==> src/lsa_consts.vh <==
`ifndef LSA_CONSTS_VH
`define LSA_CONSTS_VH

// ----------------------------------------
// Register byte offsets
// ----------------------------------------
`define LSA_REG_CTRL 8'h00
`define LSA_REG_WIDTH 8'h04
`define LSA_REG_OFFSET 8'h08
`define LSA_REG_PERIOD 8'h0C
`define LSA_REG_MASK 8'h10
`define LSA_REG_CMD 8'h14
`define LSA_REG_STATUS 8'h18
`define LSA_REG_HEIGHT 8'h1C

// ----------------------------------------
// Control fields
// ----------------------------------------
`define LSA_CTRL_BIN 0
`define LSA_CTRL_AVG 1
`define LSA_CTRL_DEPTH_LO 2
`define LSA_CTRL_TRIG_EN 4
`define LSA_CTRL_FUNC_LO 5
`define LSA_CMD_BEGIN 0
`define LSA_CMD_HALT 1

// ----------------------------------------
// Encodings
// ----------------------------------------
`define LSA_DEPTH_8 2'h0
`define LSA_DEPTH_10 2'h1
`define LSA_DEPTH_12 2'h2
`define LSA_FUNC_START 2'h0
`define LSA_FUNC_FINISH 2'h1
`define LSA_FUNC_LINE 2'h2

// ----------------------------------------
// Geometry and reset values
// ----------------------------------------
`define LSA_LINE_LEN 13'h0800
`define LSA_LINE_LEN_BIN 13'h0400
`define LSA_WIDTH_MIN 12'h080
`define LSA_WIDTH_MIN_BIN 12'h040
`define LSA_HEIGHT 32'h00000001
`define LSA_WIDTH_RST 12'h800
`define LSA_OFFSET_RST 12'h000
`define LSA_MASK_RST 16'h0000

// ----------------------------------------
// Timing
// ----------------------------------------
`define LSA_CLK_HZ 250000000
`define LSA_RATE_MIN_HZ 66
`define LSA_RATE_MAX_MONO_HZ 172000
`define LSA_RATE_MAX_COLOR_HZ 44000
`define LSA_PERIOD_MAX_CYC (`LSA_CLK_HZ / `LSA_RATE_MIN_HZ)
`define LSA_PERIOD_MIN_MONO_CYC ((`LSA_CLK_HZ + `LSA_RATE_MAX_MONO_HZ - 1) / `LSA_RATE_MAX_MONO_HZ)
`define LSA_PERIOD_MIN_COLOR_CYC ((`LSA_CLK_HZ + `LSA_RATE_MAX_COLOR_HZ - 1) / `LSA_RATE_MAX_COLOR_HZ)

`endif

==> src/lsa_line_scan_acq.v <==
// Overview of operation
// - Image height is always one line.
// - Unbinned width 128 to 2048-offset, step 8.
// - Binned width 64 to 1024-offset, step 8.
// - Offset 0 to line length minus width.
// - Readout starts at zero-based offset pixel.
// - Binning merges adjacent horizontal pixel pairs.
// - Binning sums or averages each pair.
// - Output depth 8, 10 or 12 bits.
// - Begin command starts, halt command stops.
// - Start-function and per-line triggered output need begin then trigger.
// - Untriggered lines paced internally, min 66 Hz.
// - Internally paced line rate capped at sensor limit.
// - Start-function trigger starts acquisition.
// - Finish-function trigger stops acquisition.
// - Per-line function acquires one line per trigger.
// - Output masked for programmed lines after start.
// - Masking applies to untriggered and start-function runs.
// - Mask forced to zero for finish/per-line.
//
// Decided for this implementation: the address map and the address-and-strobe port.
`timescale 1ns/100ps
`include "lsa_consts.vh"

// ----------------------------------------
// Stream FIFO
// ----------------------------------------
module lsa_fifo #(
  parameter W = 37,
  parameter DEPTH = 16,
  parameter AW = 4,
  parameter LW = 5
) (
  input wire clk_i,
  input wire sys_rst_i,
  input wire clk_en_i,
  input wire in_valid_i,
  output wire in_ready_o,
  input wire [W-1:0] in_data_i,
  output wire out_valid_o,
  input wire out_ready_i,
  output wire [W-1:0] out_data_o,
  output wire [LW-1:0] level_o
);
  reg [W-1:0] mem [0:DEPTH-1];
  reg [AW-1:0] wr_ptr_r;
  reg [AW-1:0] rd_ptr_r;
  reg [LW-1:0] level_r;
  wire push;
  wire pop;

  assign in_ready_o = (level_r != DEPTH[LW-1:0]);
  assign out_valid_o = (level_r != {LW{1'b0}});
  assign out_data_o = mem[rd_ptr_r];
  assign level_o = level_r;
  assign push = in_valid_i && in_ready_o && clk_en_i;
  assign pop = out_valid_o && out_ready_i && clk_en_i;

  always @(posedge clk_i) begin
    if (push) begin
      mem[wr_ptr_r] <= in_data_i;
    end
  end

  always @(posedge clk_i or posedge sys_rst_i) begin
    if (sys_rst_i) begin
      wr_ptr_r <= {AW{1'b0}};
      rd_ptr_r <= {AW{1'b0}};
      level_r <= {LW{1'b0}};
    end else begin
      if (push) begin
        wr_ptr_r <= (wr_ptr_r == DEPTH[AW-1:0] - 1'b1) ? {AW{1'b0}} : wr_ptr_r + 1'b1;
      end
      if (pop) begin
        rd_ptr_r <= (rd_ptr_r == DEPTH[AW-1:0] - 1'b1) ? {AW{1'b0}} : rd_ptr_r + 1'b1;
      end
      if (push && !pop) begin
        level_r <= level_r + 1'b1;
      end else if (pop && !push) begin
        level_r <= level_r - 1'b1;
      end
    end
  end
endmodule

// ----------------------------------------
// Acquisition control and readout
// ----------------------------------------
module lsa_line_scan_acq #(
  parameter COLOR = 0,
  parameter PIX_W = 12,
  parameter FIFO_DEPTH = 16,
  parameter FIFO_AW = 4,
  parameter FIFO_LW = 5,
  parameter [31:0] MIN_PERIOD_CYC = COLOR ? `LSA_PERIOD_MIN_COLOR_CYC : `LSA_PERIOD_MIN_MONO_CYC,
  parameter [31:0] MAX_PERIOD_CYC = `LSA_PERIOD_MAX_CYC
) (
  input wire clk_i,
  input wire sys_rst_i,
  input wire clk_en_i,
  input wire [7:0] reg_addr_i,
  input wire [31:0] reg_wdata_i,
  input wire reg_wr_i,
  input wire reg_rd_i,
  output reg [31:0] reg_rdata_o,
  input wire ext_trigger_i,
  output reg line_req_o,
  input wire px_valid_i,
  output wire px_ready_o,
  input wire [3*PIX_W-1:0] px_data_i,
  output wire out_valid_o,
  input wire out_ready_i,
  output wire [3*PIX_W-1:0] out_data_o,
  output wire out_last_o
);
  localparam ST_IDLE = 3'b001;
  localparam ST_ARMED = 3'b010;
  localparam ST_RUN = 3'b100;

  reg bin_r;
  reg avg_r;
  reg [1:0] depth_r;
  reg trig_en_r;
  reg [1:0] func_r;
  reg [11:0] width_r;
  reg [11:0] offset_r;
  reg [31:0] period_r;
  reg [15:0] mask_lines_r;
  reg [2:0] state_r;
  reg [2:0] state_nxt;
  reg [15:0] mask_cnt_r;
  reg [31:0] pace_cnt_r;
  reg pend_r;
  reg busy_r;
  reg keep_r;
  reg [11:0] pix_idx_r;
  reg [3*PIX_W-1:0] held_r;
  reg trig_d_r;

  wire trig_edge = ext_trigger_i && !trig_d_r;
  wire begin_cmd = reg_wr_i && reg_addr_i == `LSA_REG_CMD && reg_wdata_i[`LSA_CMD_BEGIN];
  wire halt_cmd = reg_wr_i && reg_addr_i == `LSA_REG_CMD && reg_wdata_i[`LSA_CMD_HALT];
  wire wr_ctrl = reg_wr_i && reg_addr_i == `LSA_REG_CTRL;
  wire wr_width = reg_wr_i && reg_addr_i == `LSA_REG_WIDTH;
  wire wr_offset = reg_wr_i && reg_addr_i == `LSA_REG_OFFSET;
  wire wr_period = reg_wr_i && reg_addr_i == `LSA_REG_PERIOD;
  wire wr_mask = reg_wr_i && reg_addr_i == `LSA_REG_MASK;
  wire line_mode = trig_en_r && func_r == `LSA_FUNC_LINE;

  // ----------------------------------------
  // Geometry checks
  // ----------------------------------------
  function geom_ok;
    input bin;
    input [11:0] w;
    input [11:0] o;
    reg [12:0] len;
    reg [11:0] wmin;
    begin
      len = bin ? `LSA_LINE_LEN_BIN : `LSA_LINE_LEN;
      wmin = bin ? `LSA_WIDTH_MIN_BIN : `LSA_WIDTH_MIN;
      geom_ok = (w[2:0] == 3'h0) && (o[2:0] == 3'h0) && (w >= wmin) &&
        ({1'b0, w} + {1'b0, o} <= len);
    end
  endfunction

  wire [11:0] new_val = reg_wdata_i[11:0];
  wire new_bin = reg_wdata_i[`LSA_CTRL_BIN];
  wire [1:0] new_depth = reg_wdata_i[`LSA_CTRL_DEPTH_LO+1:`LSA_CTRL_DEPTH_LO];
  wire [1:0] new_func = reg_wdata_i[`LSA_CTRL_FUNC_LO+1:`LSA_CTRL_FUNC_LO];

  // ----------------------------------------
  // Register writes
  // ----------------------------------------
  always @(posedge clk_i or posedge sys_rst_i) begin
    if (sys_rst_i) begin
      bin_r <= 1'b0;
      avg_r <= 1'b0;
      depth_r <= `LSA_DEPTH_8;
      trig_en_r <= 1'b0;
      func_r <= `LSA_FUNC_START;
      width_r <= `LSA_WIDTH_RST;
      offset_r <= `LSA_OFFSET_RST;
      period_r <= MIN_PERIOD_CYC;
      mask_lines_r <= `LSA_MASK_RST;
    end else if (clk_en_i) begin
      if (wr_ctrl) begin
        // Binning only changes if the current region fits the new line length
        if (geom_ok(new_bin, width_r, offset_r)) begin
          bin_r <= new_bin;
        end
        avg_r <= reg_wdata_i[`LSA_CTRL_AVG];
        if (new_depth != 2'h3) begin
          depth_r <= new_depth;
        end
        trig_en_r <= reg_wdata_i[`LSA_CTRL_TRIG_EN];
        if (new_func != 2'h3) begin
          func_r <= new_func;
        end
      end
      if (wr_width && geom_ok(bin_r, new_val, offset_r)) begin
        width_r <= new_val;
      end
      if (wr_offset && geom_ok(bin_r, width_r, new_val)) begin
        offset_r <= new_val;
      end
      if (wr_period && reg_wdata_i >= MIN_PERIOD_CYC && reg_wdata_i <= MAX_PERIOD_CYC) begin
        period_r <= reg_wdata_i;
      end
      if (wr_mask) begin
        mask_lines_r <= reg_wdata_i[15:0];
      end
    end
  end

  // ----------------------------------------
  // Acquisition state
  // ----------------------------------------
  always @* begin
    state_nxt = state_r;
    case (state_r)
      ST_IDLE: begin
        if (begin_cmd) begin
          state_nxt = (trig_en_r && func_r == `LSA_FUNC_START) ? ST_ARMED : ST_RUN;
        end
      end
      ST_ARMED: begin
        if (halt_cmd) begin
          state_nxt = ST_IDLE;
        end else if (trig_edge) begin
          state_nxt = ST_RUN;
        end
      end
      ST_RUN: begin
        if (halt_cmd) begin
          state_nxt = ST_IDLE;
        end else if (trig_en_r && func_r == `LSA_FUNC_FINISH && trig_edge) begin
          state_nxt = ST_IDLE;
        end
      end
      default: begin
        state_nxt = ST_IDLE;
      end
    endcase
  end

  wire running = state_r == ST_RUN;
  wire enter_run = state_nxt == ST_RUN && !running;
  wire pace_tick = running && !line_mode && pace_cnt_r == 32'h00000000;
  wire line_tick = running && line_mode && trig_edge;
  wire launch = running && pend_r && !busy_r;

  // ----------------------------------------
  // Pixel path
  // ----------------------------------------
  wire fifo_in_ready;
  wire [FIFO_LW-1:0] fifo_level;
  wire px_take = px_valid_i && px_ready_o && busy_r;
  wire [11:0] out_idx = bin_r ? {1'b0, pix_idx_r[11:1]} : pix_idx_r;
  wire [12:0] win_end = {1'b0, offset_r} + {1'b0, width_r};
  wire in_win = out_idx >= offset_r && {1'b0, out_idx} < win_end;
  wire emit_slot = !bin_r || pix_idx_r[0];
  wire push = px_take && keep_r && emit_slot && in_win;
  wire is_last = {1'b0, out_idx} == win_end - 13'h0001;
  wire [3*PIX_W-1:0] shaped;

  // Sensor stalls while the FIFO is full, so no pixel is ever dropped
  assign px_ready_o = fifo_in_ready && busy_r;

  genvar gi;
  generate
    for (gi = 0; gi < 3; gi = gi + 1) begin : g_comp
      wire [PIX_W-1:0] a = held_r[gi*PIX_W +: PIX_W];
      wire [PIX_W-1:0] b = px_data_i[gi*PIX_W +: PIX_W];
      wire [PIX_W:0] sum = {1'b0, a} + {1'b0, b};
      wire [PIX_W-1:0] sat = sum[PIX_W] ? {PIX_W{1'b1}} : sum[PIX_W-1:0];
      wire [PIX_W-1:0] pair = avg_r ? sum[PIX_W:1] : sat;
      wire [PIX_W-1:0] raw = bin_r ? pair : b;
      wire [PIX_W-1:0] dep = (depth_r == `LSA_DEPTH_8) ? (raw >> 4) :
        (depth_r == `LSA_DEPTH_10) ? (raw >> 2) : raw;
      // Mono parts carry a single component in the low lane
      assign shaped[gi*PIX_W +: PIX_W] = (COLOR != 0 || gi == 0) ? dep : {PIX_W{1'b0}};
    end
  endgenerate

  lsa_fifo #(
    .W(3*PIX_W+1),
    .DEPTH(FIFO_DEPTH),
    .AW(FIFO_AW),
    .LW(FIFO_LW)
  ) u_fifo (
    .clk_i(clk_i),
    .sys_rst_i(sys_rst_i),
    .clk_en_i(clk_en_i),
    .in_valid_i(push),
    .in_ready_o(fifo_in_ready),
    .in_data_i({is_last, shaped}),
    .out_valid_o(out_valid_o),
    .out_ready_i(out_ready_i),
    .out_data_o({out_last_o, out_data_o}),
    .level_o(fifo_level)
  );

  // ----------------------------------------
  // Line sequencing
  // ----------------------------------------
  always @(posedge clk_i or posedge sys_rst_i) begin
    if (sys_rst_i) begin
      state_r <= ST_IDLE;
      mask_cnt_r <= 16'h0000;
      pace_cnt_r <= 32'h00000000;
      pend_r <= 1'b0;
      busy_r <= 1'b0;
      keep_r <= 1'b0;
      pix_idx_r <= 12'h000;
      held_r <= {3*PIX_W{1'b0}};
      trig_d_r <= 1'b0;
      line_req_o <= 1'b0;
    end else if (clk_en_i) begin
      state_r <= state_nxt;
      trig_d_r <= ext_trigger_i;
      line_req_o <= launch;
      if (enter_run) begin
        // Only untriggered runs and the start function may delay output
        mask_cnt_r <= (trig_en_r && func_r != `LSA_FUNC_START) ? 16'h0000 : mask_lines_r;
      end else if (launch && mask_cnt_r != 16'h0000) begin
        mask_cnt_r <= mask_cnt_r - 16'h0001;
      end
      if (!running || pace_tick) begin
        pace_cnt_r <= period_r - 32'h00000001;
      end else begin
        pace_cnt_r <= pace_cnt_r - 32'h00000001;
      end
      // A new tick wins over the launch that clears the pending flag
      if (pace_tick || line_tick) begin
        pend_r <= 1'b1;
      end else if (launch || !running) begin
        pend_r <= 1'b0;
      end
      if (launch) begin
        busy_r <= 1'b1;
        keep_r <= mask_cnt_r == 16'h0000;
        pix_idx_r <= 12'h000;
      end else if (px_take) begin
        if (!pix_idx_r[0]) begin
          held_r <= px_data_i;
        end
        // Sensor always delivers the full line; the window picks the region
        // A line is 2048 sensor pixels, index 0 to 2047
        if (pix_idx_r == 12'h7FF) begin
          busy_r <= 1'b0;
        end
        pix_idx_r <= pix_idx_r + 12'h001;
      end
    end
  end

  // ----------------------------------------
  // Register reads
  // ----------------------------------------
  always @(posedge clk_i or posedge sys_rst_i) begin
    if (sys_rst_i) begin
      reg_rdata_o <= 32'h00000000;
    end else if (clk_en_i) begin
      reg_rdata_o <= 32'h00000000;
      if (reg_rd_i) begin
        case (reg_addr_i)
          `LSA_REG_CTRL: begin
            reg_rdata_o <= {25'h0000000, func_r, trig_en_r, depth_r, avg_r, bin_r};
          end
          `LSA_REG_WIDTH: begin
            reg_rdata_o <= {20'h00000, width_r};
          end
          `LSA_REG_OFFSET: begin
            reg_rdata_o <= {20'h00000, offset_r};
          end
          `LSA_REG_PERIOD: begin
            reg_rdata_o <= period_r;
          end
          `LSA_REG_MASK: begin
            reg_rdata_o <= {16'h0000, mask_lines_r};
          end
          `LSA_REG_STATUS: begin
            reg_rdata_o <= {mask_cnt_r, 3'h0, fifo_level, 3'h0, pend_r, busy_r, state_r};
          end
          `LSA_REG_HEIGHT: begin
            reg_rdata_o <= `LSA_HEIGHT;
          end
          default: begin
            reg_rdata_o <= 32'h00000000;
          end
        endcase
      end
    end
  end
endmodule

==> config.mk <==
export PLATFORM = sky130hd
export DESIGN_NAME = lsa_line_scan_acq
export DESIGN_NICKNAME = d
export VERILOG_FILES = /design/src/lsa_line_scan_acq.v
export VERILOG_INCLUDE_DIRS = /design/src
export SDC_FILE = /design/constraint.sdc
export NUM_CORES = 1
export LEC_CHECK = 0
export CELL_PAD_IN_SITES_DETAIL_PLACEMENT = 0
export CELL_PAD_IN_SITES_GLOBAL_PLACEMENT = 1
export CORE_MARGIN = 1
export CORE_UTILIZATION = 54
export CTS_BUF_LIST = sky130_fd_sc_hd__clkbuf_4 sky130_fd_sc_hd__clkbuf_8
export DETAILED_ROUTE_END_ITERATION = 12
export DONT_BUFFER_PORTS = 1
export GPL_ROUTABILITY_DRIVEN = 0
export GPL_TIMING_DRIVEN = 0
export HOLD_SLACK_MARGIN = 0.12
export PLACE_DENSITY = 0.87
export SLEW_MARGIN = 15
export SYNTH_ARGS = -nofsm -noshare
export SYNTH_HDL_FRONTEND = slang
export SYNTH_SLANG_ARGS = --single-unit
==> constraint.sdc <==
create_clock -name clk_i -period 7.8 [get_ports clk_i]
set_input_delay 1.56 -clock clk_i [delete_from_list [all_inputs] [get_ports clk_i]]
set_output_delay 1.56 -clock clk_i [all_outputs]
set_load 0.01 [all_outputs]
==> results of run 1 <==
-- worst max-delay path, cell delays in order, from the launching register on --
cell and delay (ns):
dfrtp_1 0.61, clkbuf_1 0.38, buf_1 0.51, clkbuf_1 0.54
mux2i_1 0.48, ha_1 0.23, nor2b_1 0.04, o21ai_0 0.14
nand2b_1 0.08, a21oi_1 0.16, o221ai_1 0.21, a31oi_1 0.21
a21oi_1 0.17, nor2_1 0.44, clkbuf_1 0.36, ha_1 0.26
inv_1 0.11, fa_1 0.42, a21o_1 0.18, a21oi_1 0.17
xnor2_1 0.14, nor2_1 0.07, xor2_1 0.15
-- per-stage QoR --
stage / TNS, ns / hold WS (ns) / instances
after floorplan: 0 / 0.438 / 1968
after global placement: -322.21 / 0.473 / 2500
after detailed placement: 0 / 0.470 / 2505
after CTS: 0 / 0.496 / 2621
after global routing: 0 / 0.521 / 2622
final: 0 / 0.486 / 2622
-- synthesized netlist by cell type, drive strengths merged (7+ instances only) --
| cell | instances | area, um2 |
|---|---|---|
| a311oi | 9 | 78.8 |
| nor3b | 10 | 75.1 |
| mux4 | 65 | 1460 |
| inv | 71 | 267 |
| o22ai | 10 | 62.6 |
| a21oi | 128 | 644 |
| nor4 | 29 | 209 |
| nand4 | 13 | 81.3 |
| ha | 97 | 1210 |
| nand2b | 14 | 87.6 |
| a21o | 30 | 225 |
| dfstp | 9 | 236 |
| nor2 | 111 | 417 |
| dfrtp | 195 | 4880 |
| o2bb2ai | 28 | 245 |
| a211oi | 9 | 67.6 |
| and2 | 26 | 163 |
| a22o | 10 | 87.6 |
| nor2b | 14 | 87.6 |
| or2 | 14 | 87.6 |
| o21a | 9 | 67.6 |
| nor3 | 51 | 272 |
| xor2 | 41 | 359 |
| a22oi | 29 | 218 |
| buf | 39 | 254 |
| or3 | 25 | 159 |
| a31oi | 24 | 156 |
| nand4b | 7 | 61.3 |
| mux2i | 25 | 250 |
| o211ai | 12 | 90.1 |
| edfxtp | 208 | 6250 |
| nand2 | 97 | 364 |
| o21ai | 103 | 519 |
| a221oi | 11 | 96.3 |
| or4 | 9 | 72.6 |
| mux2 | 81 | 912 |
| clkbuf | 77 | 290 |
| and3 | 22 | 138 |
| xnor2 | 40 | 350 |
| nand3 | 41 | 205 |
-- area by class of cell --
class / instances / area (um2) / area share [%]
flip-flops and latches: 412 / 11400 / 45.5
multi-input cells: 1367 / 10700 / 42.8
clock buffers: 96 / 1180 / 4.74
well taps: 532 / 666 / 2.66
plain buffers: 116 / 544 / 2.18
inverters: 73 / 282 / 1.13
clock inverters: 20 / 189 / 0.756
repair buffers: 5 / 55.1 / 0.220
diodes: 1 / 2.50 / 0.0100
-- final timing paths --
| path | to | cells after the start | startpoint | slack [ns] |
|---|---|---|---|---|
| min | keep_r | 2 | keep_r | 0.49 |
| min reg2reg | keep_r | 2 | keep_r | 0.49 |
| max in group asynchronous | held_r[7] | 2 | sys_rst_i | 5.89 |
| max | u_fifo.level_o[4] | 22 | bin_r | 1.62 |
| max reg2reg | u_fifo.level_o[4] | 22 | bin_r | 1.62 |
| min in group asynchronous | pace_cnt_r[23] | 1 | sys_rst_i | 0.92 |
-- logic make-up after synthesis --
| family | Yosys count |
|---|---|
| compound gates | 485 |
| xor+xnor | 82 |
| fa+ha+maj | 102 |
| buf+inv | 189 |
| flops | 412 |
| mux | 171 |
| other cells | 1 |
| simple gates | 503 |
-- sequential cells by signal, indices dropped and copies added (netlist names), 2 cells and up --
register / flops
mask_cnt_r: 16
period_r: 32
mask_lines_r: 16
held_r: 12
u_fifo.rd_ptr_r: 4
reg_rdata_o: 32
pace_cnt_r: 32
state_r: 3
func_r: 2
u_fifo.mem: 208
u_fifo.level_o: 5
width_r: 12
pix_idx_r: 12
u_fifo.wr_ptr_r: 4
depth_r: 2
offset_r: 12
-- placed cells by master, fill, tap and decap left out, drive strengths merged, types with 10 or more instances in the layout --
cell type | Yosys | layout
a22oi | 29 | 29
nand2 | 97 | 97
xnor2 | 40 | 40
o22ai | 10 | 10
a31oi | 24 | 24
and2 | 26 | 26
buf | 39 | 44
ha | 97 | 97
clkbuf | 77 | 173
xor2 | 41 | 41
a21o | 30 | 30
nor2 | 111 | 111
nor3b | 10 | 10
conb | 1 | 24
inv | 71 | 72
edfxtp | 208 | 208
nor4 | 29 | 29
nand4 | 13 | 13
a22o | 10 | 10
or3 | 25 | 25
nor3 | 51 | 51
mux2 | 81 | 81
mux4 | 65 | 65
or2 | 14 | 14
o2bb2ai | 28 | 28
mux2i | 25 | 25
a21oi | 128 | 128
clkinv | 2 | 16
a221oi | 11 | 11
nand3 | 41 | 41
nor2b | 14 | 14
o21ai | 103 | 103
and3 | 22 | 22
o211ai | 12 | 12
nand2b | 14 | 14
dfrtp | 195 | 195
-- metal layers --
metal | share of wire (%) | global-route usage (%) | vias up
li1 | - | - | 7615
met1 | 42 | 42.6 | 8485
met2 | 45 | 47.1 | 815
met3 | 9.4 | 6.52 | 147
met4 | 3.2 | 10.6 | 0
met5 | 0 | 0 | -
-- power by group through the flow --
stage               clock network, mW  registers (mW)  logic, mW
floorplan                           0            2.47      0.371
global placement                    0            2.51      0.462
detailed placement                  0            2.51      0.480
CTS                              1.97            2.47      0.482
global route                     2.07            2.48      0.549
finish                           1.95            2.47      0.493
==> run summary, run 1 <==
Peak VDD IR: 0.0000939 V
Final wirelength: 64500 um
CP Data Arrival Time: 6.67 ns
Worst setup margin: 1.62 ns
Adder-cell area share of the yosys netlist: 5.77%
Port Buf Inserts: 0
H-tree levels: 3
Simple-gate share of the synthesized area: 11.7%
Crit Path Max Fanout: 10
CTS clk-pin slew, worst paths: 0.07 ns
Logic pwr share: 10.0%
Hold buffer count at cts: 0
Final Hold Violating Endpoints: 0
First-pass GRT wire length: 100000 um
Fin. max-slew vios: 0
Post-CTS Repair Setup Buffers: 0
Clock skew: 0.0279 ns
Initial DRC Count: 1892
Flops & latches, synth: 412
Sequential area share after synthesis: 49.9%
Asr flop ratio synth: 49.5%
P_sw: 1.30 mW
Max-cap viol count: 0
Total track usage: 30.4%
Worst-Skew Late Latency: 0.62 ns
Final ANT Viol Nets: 0
Clock share of power: 39.7%
Routed wire per std cell: 24.6 um
Library cells used by synthesis: 96
Die area: 43000 um2
Area of placed instances: 23600 um2
Synth Area in XOR/XNOR: 3.22%
Initial antenna violation count: 1
Grt total ovfl: 0
Outcome: finished clean
Startpoint types: flip-flop
Setup-failing EPs final: 0
FILL cells: 3241
Hold crit path type: flip-flop to flip-flop
Die H: 207 um
Clock tree root buffer cell: clkbuf_8
Worst setup EP type: flip-flop
Num rows: 74
Switching Share: 26.4%
Vias/cell: 6.51
Largest net degree at the start of global routing: 107
Synth Warn #: 0
Area Growth Syn to Fin: 9.82%
EDFF count, synth: 208
Overall power: 4.92 mW
Initial cell density of the core: 55.2%
Total CTS buffers: 67
Register share of total power: 50.3%
Vias in the first global route: 16700
F_max: 0.162 GHz
RSZ-0062 raised after global routing: no
Avg Cell Area, Syn: 11.7 um2
Core area: 41200 um2
HPWL Detailed: 45900 um
LEAKAGE: 10.1 nW
Core Util, Final: 60.7%
Combinational family with the most area after synthesis: compound AO/OA/AOI/OAI gates
P_int: 3.62 mW
CTS resizes: 0
Drt pass-1 iters: 8
# DRC: 0
Buffer depth of the longest clock path: 3
Req. time, crit path: 8.29 ns
Final #Nets: 2228
Pwr/cell area: 197 nW/um2
TritonCTS clock tree: yes
Rel. slew slack: 24.2%
Compound-Gate Fraction of Synth Area: 14.2%
Post-synthesis mux area share: 11.5%
Die extent in x: 207 um
Post-Syn Area: 22800 um2
Layout cells sized above 1: 16.3%
TritonCTS Sinks: 412
WS Path Type: flip-flop to flip-flop
Finished Cell Area: 25000 um2
DR vias: 17100
Primary FF master, synth: edfxtp_1
Post-route clock period utilization: 79.2%
# IOs: 156
Fin crit period: 6.18 ns
Worst slack, placed: 1.37 ns
Worst slew pin tran: 1.13 ns
Mapped Cells: 1945
Power figures use the tool's default switching activity.
==> inputs of run 2 (changes only) <==
- ABC_AREA: not set -> 1
- CORE_UTILIZATION: 54 -> 51
- clock period: 7.8 -> 6.45 ns (I/O delays scaled with it)
==> run 2 against run 1 <==
- register-to-register slack worse by 0.90 ns
- clock skew is 0.0074 ns higher
- sequential power is 47% higher
- critical path type unchanged
- highest routed layer unchanged
==> run summary, run 2 <==
Die H: 217 um
Die extent in x: 217 um
Max reg flops: 208
Asr flop ratio synth: 49.5%
Setup tns final: 0 ns
Post-Syn Area: 23600 um2
HPWL Detailed: 53600 um
Initial cell density of the core: 51.9%
Sequential area share after synthesis: 48.2%
Pwr/cell area: 392 nW/um2
Startpoint types: flip-flop
Worst setup margin: 0.726 ns
Final ANT Viol Nets: 0
Layout cells sized above 1: 8.15%
Final #Nets: 3103
Crit Path Max Fanout: 14
Initial antenna violation count: 1
Post-CTS Repair Setup Buffers: 0
Core area: 45500 um2
EDFF count, synth: 208
Most frequent cells in the layout: 739 x nand2_1, 319 x nor2_1, 257 x inv_1, 208 x edfxtp_1, 199 x nand3_1
H-tree levels: 3
Grt total ovfl: 0
CP max stage cell: dfrtp_1
TritonCTS clock tree: yes
Setup-failing EPs final: 0
CP Data Arrival Time: 6.25 ns
Synth Warn #: 0
Worst setup EP type: flip-flop
Vias/cell: 5.76
Final Hold Violating Endpoints: 0
Port Buf Inserts: 0
Share of the synthesized area in the top cell type: 26.5%
Library cells used by synthesis: 62
Peak VDD IR: 0.000252 V
# IOs: 156
Flops & latches, synth: 412
Largest net degree at the start of global routing: 37
Synth top cells by count: 739 x nand2_1, 335 x nor2_1, 258 x inv_1
# DRC: 0
Worst slack, placed: 0.737 ns
Worst-Skew Late Latency: 0.67 ns
Seq. cell area: 11400 um2
Crit-path most repeated cell: nand2_1
Most flops, register: u_fifo.mem
Fin. max-slew vios: 0
Hold crit path type: input port to asynchronous set/reset pin
Worst slew pin tran: 1.18 ns
DR vias: 20600
LEAKAGE: 11.6 nW
CTS resizes: 0
Top area cells in the synthesized netlist: edfxtp_1 26%, dfrtp_1 21%, nand2_1 12%
Mapped Cells: 2813
Max-cap viol count: 0
Final wirelength: 72800 um
Initial DRC Count: 2265
Area Growth Syn to Fin: 10.9%
FILL cells: 4137
Outcome: finished clean
Commonest non-fill, non-tap cell in the layout: nand2_1
Clock skew: 0.0353 ns
Avg Cell Area, Syn: 8.39 um2
Total track usage: 31.3%
F_max: 0.175 GHz
Clock tree root buffer cell: clkbuf_8
Buffer depth of the longest clock path: 3
TritonCTS Sinks: 412
Total CTS buffers: 72
Top-count cell post-synth: nand2_1
Crit-path max cell delay: 0.76 ns
CTS clk-pin slew, worst paths: 0.06 ns
Vias in the first global route: 19700
Fin crit period: 5.72 ns
WS Path Type: flip-flop to flip-flop
Routed wire per std cell: 20.4 um
Rel. slew slack: 20.9%
Area occupied by multi-input gates: 10800 um2
Die area: 47100 um2
Drt pass-1 iters: 8
Hold Slack: 0.466 ns
Hold buffer count at cts: 0
Req. time, crit path: 6.97 ns
Synth area leader: edfxtp_1
RSZ-0062 raised after global routing: no
Primary FF master, synth: edfxtp_1
First-pass GRT wire length: 113000 um
Num rows: 78
Post-route clock period utilization: 88.7%
==> run 2: area by class of cell <==
| cell class | count | share of cell area [%] |
|---|---|---|
| Antenna cell | 1 | 0.00956 |
| Buffer | 121 | 2.23 |
| Clock buffer | 93 | 4.49 |
| Clock inverter | 34 | 1.41 |
| Inverter | 266 | 3.83 |
| Multi-Input combinational cell | 2037 | 41.2 |
| Sequential cell | 412 | 43.4 |
| Tap cell | 600 | 2.87 |
| Timing Repair Buffer | 7 | 0.593 |
==> run 2: worst max-delay path: cells and delay by family, from the launching register on <==
family / cells / cell delay (ns)
adder cells (fa/ha/maj): 3 / 0.86
XOR/XNOR: 1 / 0.13
flip-flops: 1 / 0.76
AND/OR/NAND/NOR: 14 / 1.22
AO/OA/AOI/OAI: 5 / 0.89
buffers and inverters: 6 / 1.72
==> run 2: path summary, 6_finish.rpt <==
kind | startpoint | to | slack [ns] | cells past startpoint
worst max-delay path | bin_r | u_fifo.level_o[4] | 0.73 | 29
worst min-delay path | sys_rst_i | reg_rdata_o[7] | 0.47 | 1
min in group clk_i | period_r[2] | period_r[2] | 0.47 | 2
max in group asynchronous | sys_rst_i | pace_cnt_r[17] | 4.79 | 5
worst min register to register | period_r[2] | period_r[2] | 0.47 | 2
worst max register to register | bin_r | u_fifo.level_o[4] | 0.73 | 29
==> run 2: report_power, final <==
part           internal, mW  switching (mW)
Clock                  1.45            1.16
Combinational          1.10            2.90
Sequential             3.44           0.192
Total                  5.99            4.26
==> run 2: cell families after synthesis <==
family                     synth area share (%)
AOI/OAI and AO/OA                          11.7
xor gates and xnor gates                   2.25
adders and majority gates                  5.57
buffers and inverters                      6.71
DFF                                        48.2
muxes                                     0.790
other                                    0.0159
and+or+nand+nor                            24.8
==> run 2: metrics by stage <==
stage / power (mW) / cell area (um2) / utilization [%] / cells
3_5_place_dp: 7.59 / 24600 / 54.1 / 3443
3_3_place_gp: 7.47 / 24400 / 53.7 / 3436
5_1_grt: 10.8 / 26200 / 57.5 / 3570
4_1_cts: 10.2 / 26100 / 57.5 / 3570
2_1_floorplan: 6.27 / 23700 / - / 2836
6_report: 10.2 / 26200 / 57.5 / 3571
==> run 2: routing by layer <==
layer | up-vias | GRT usage, % | routed length, um
met4 | 0 | 11.3 | 2410
met2 | 917 | 49.6 | 33100
met5 | - | 0 | 0
li1 | 9675 | - | -
met1 | 9833 | 42.4 | 30600
met3 | 155 | 6.64 | 6700
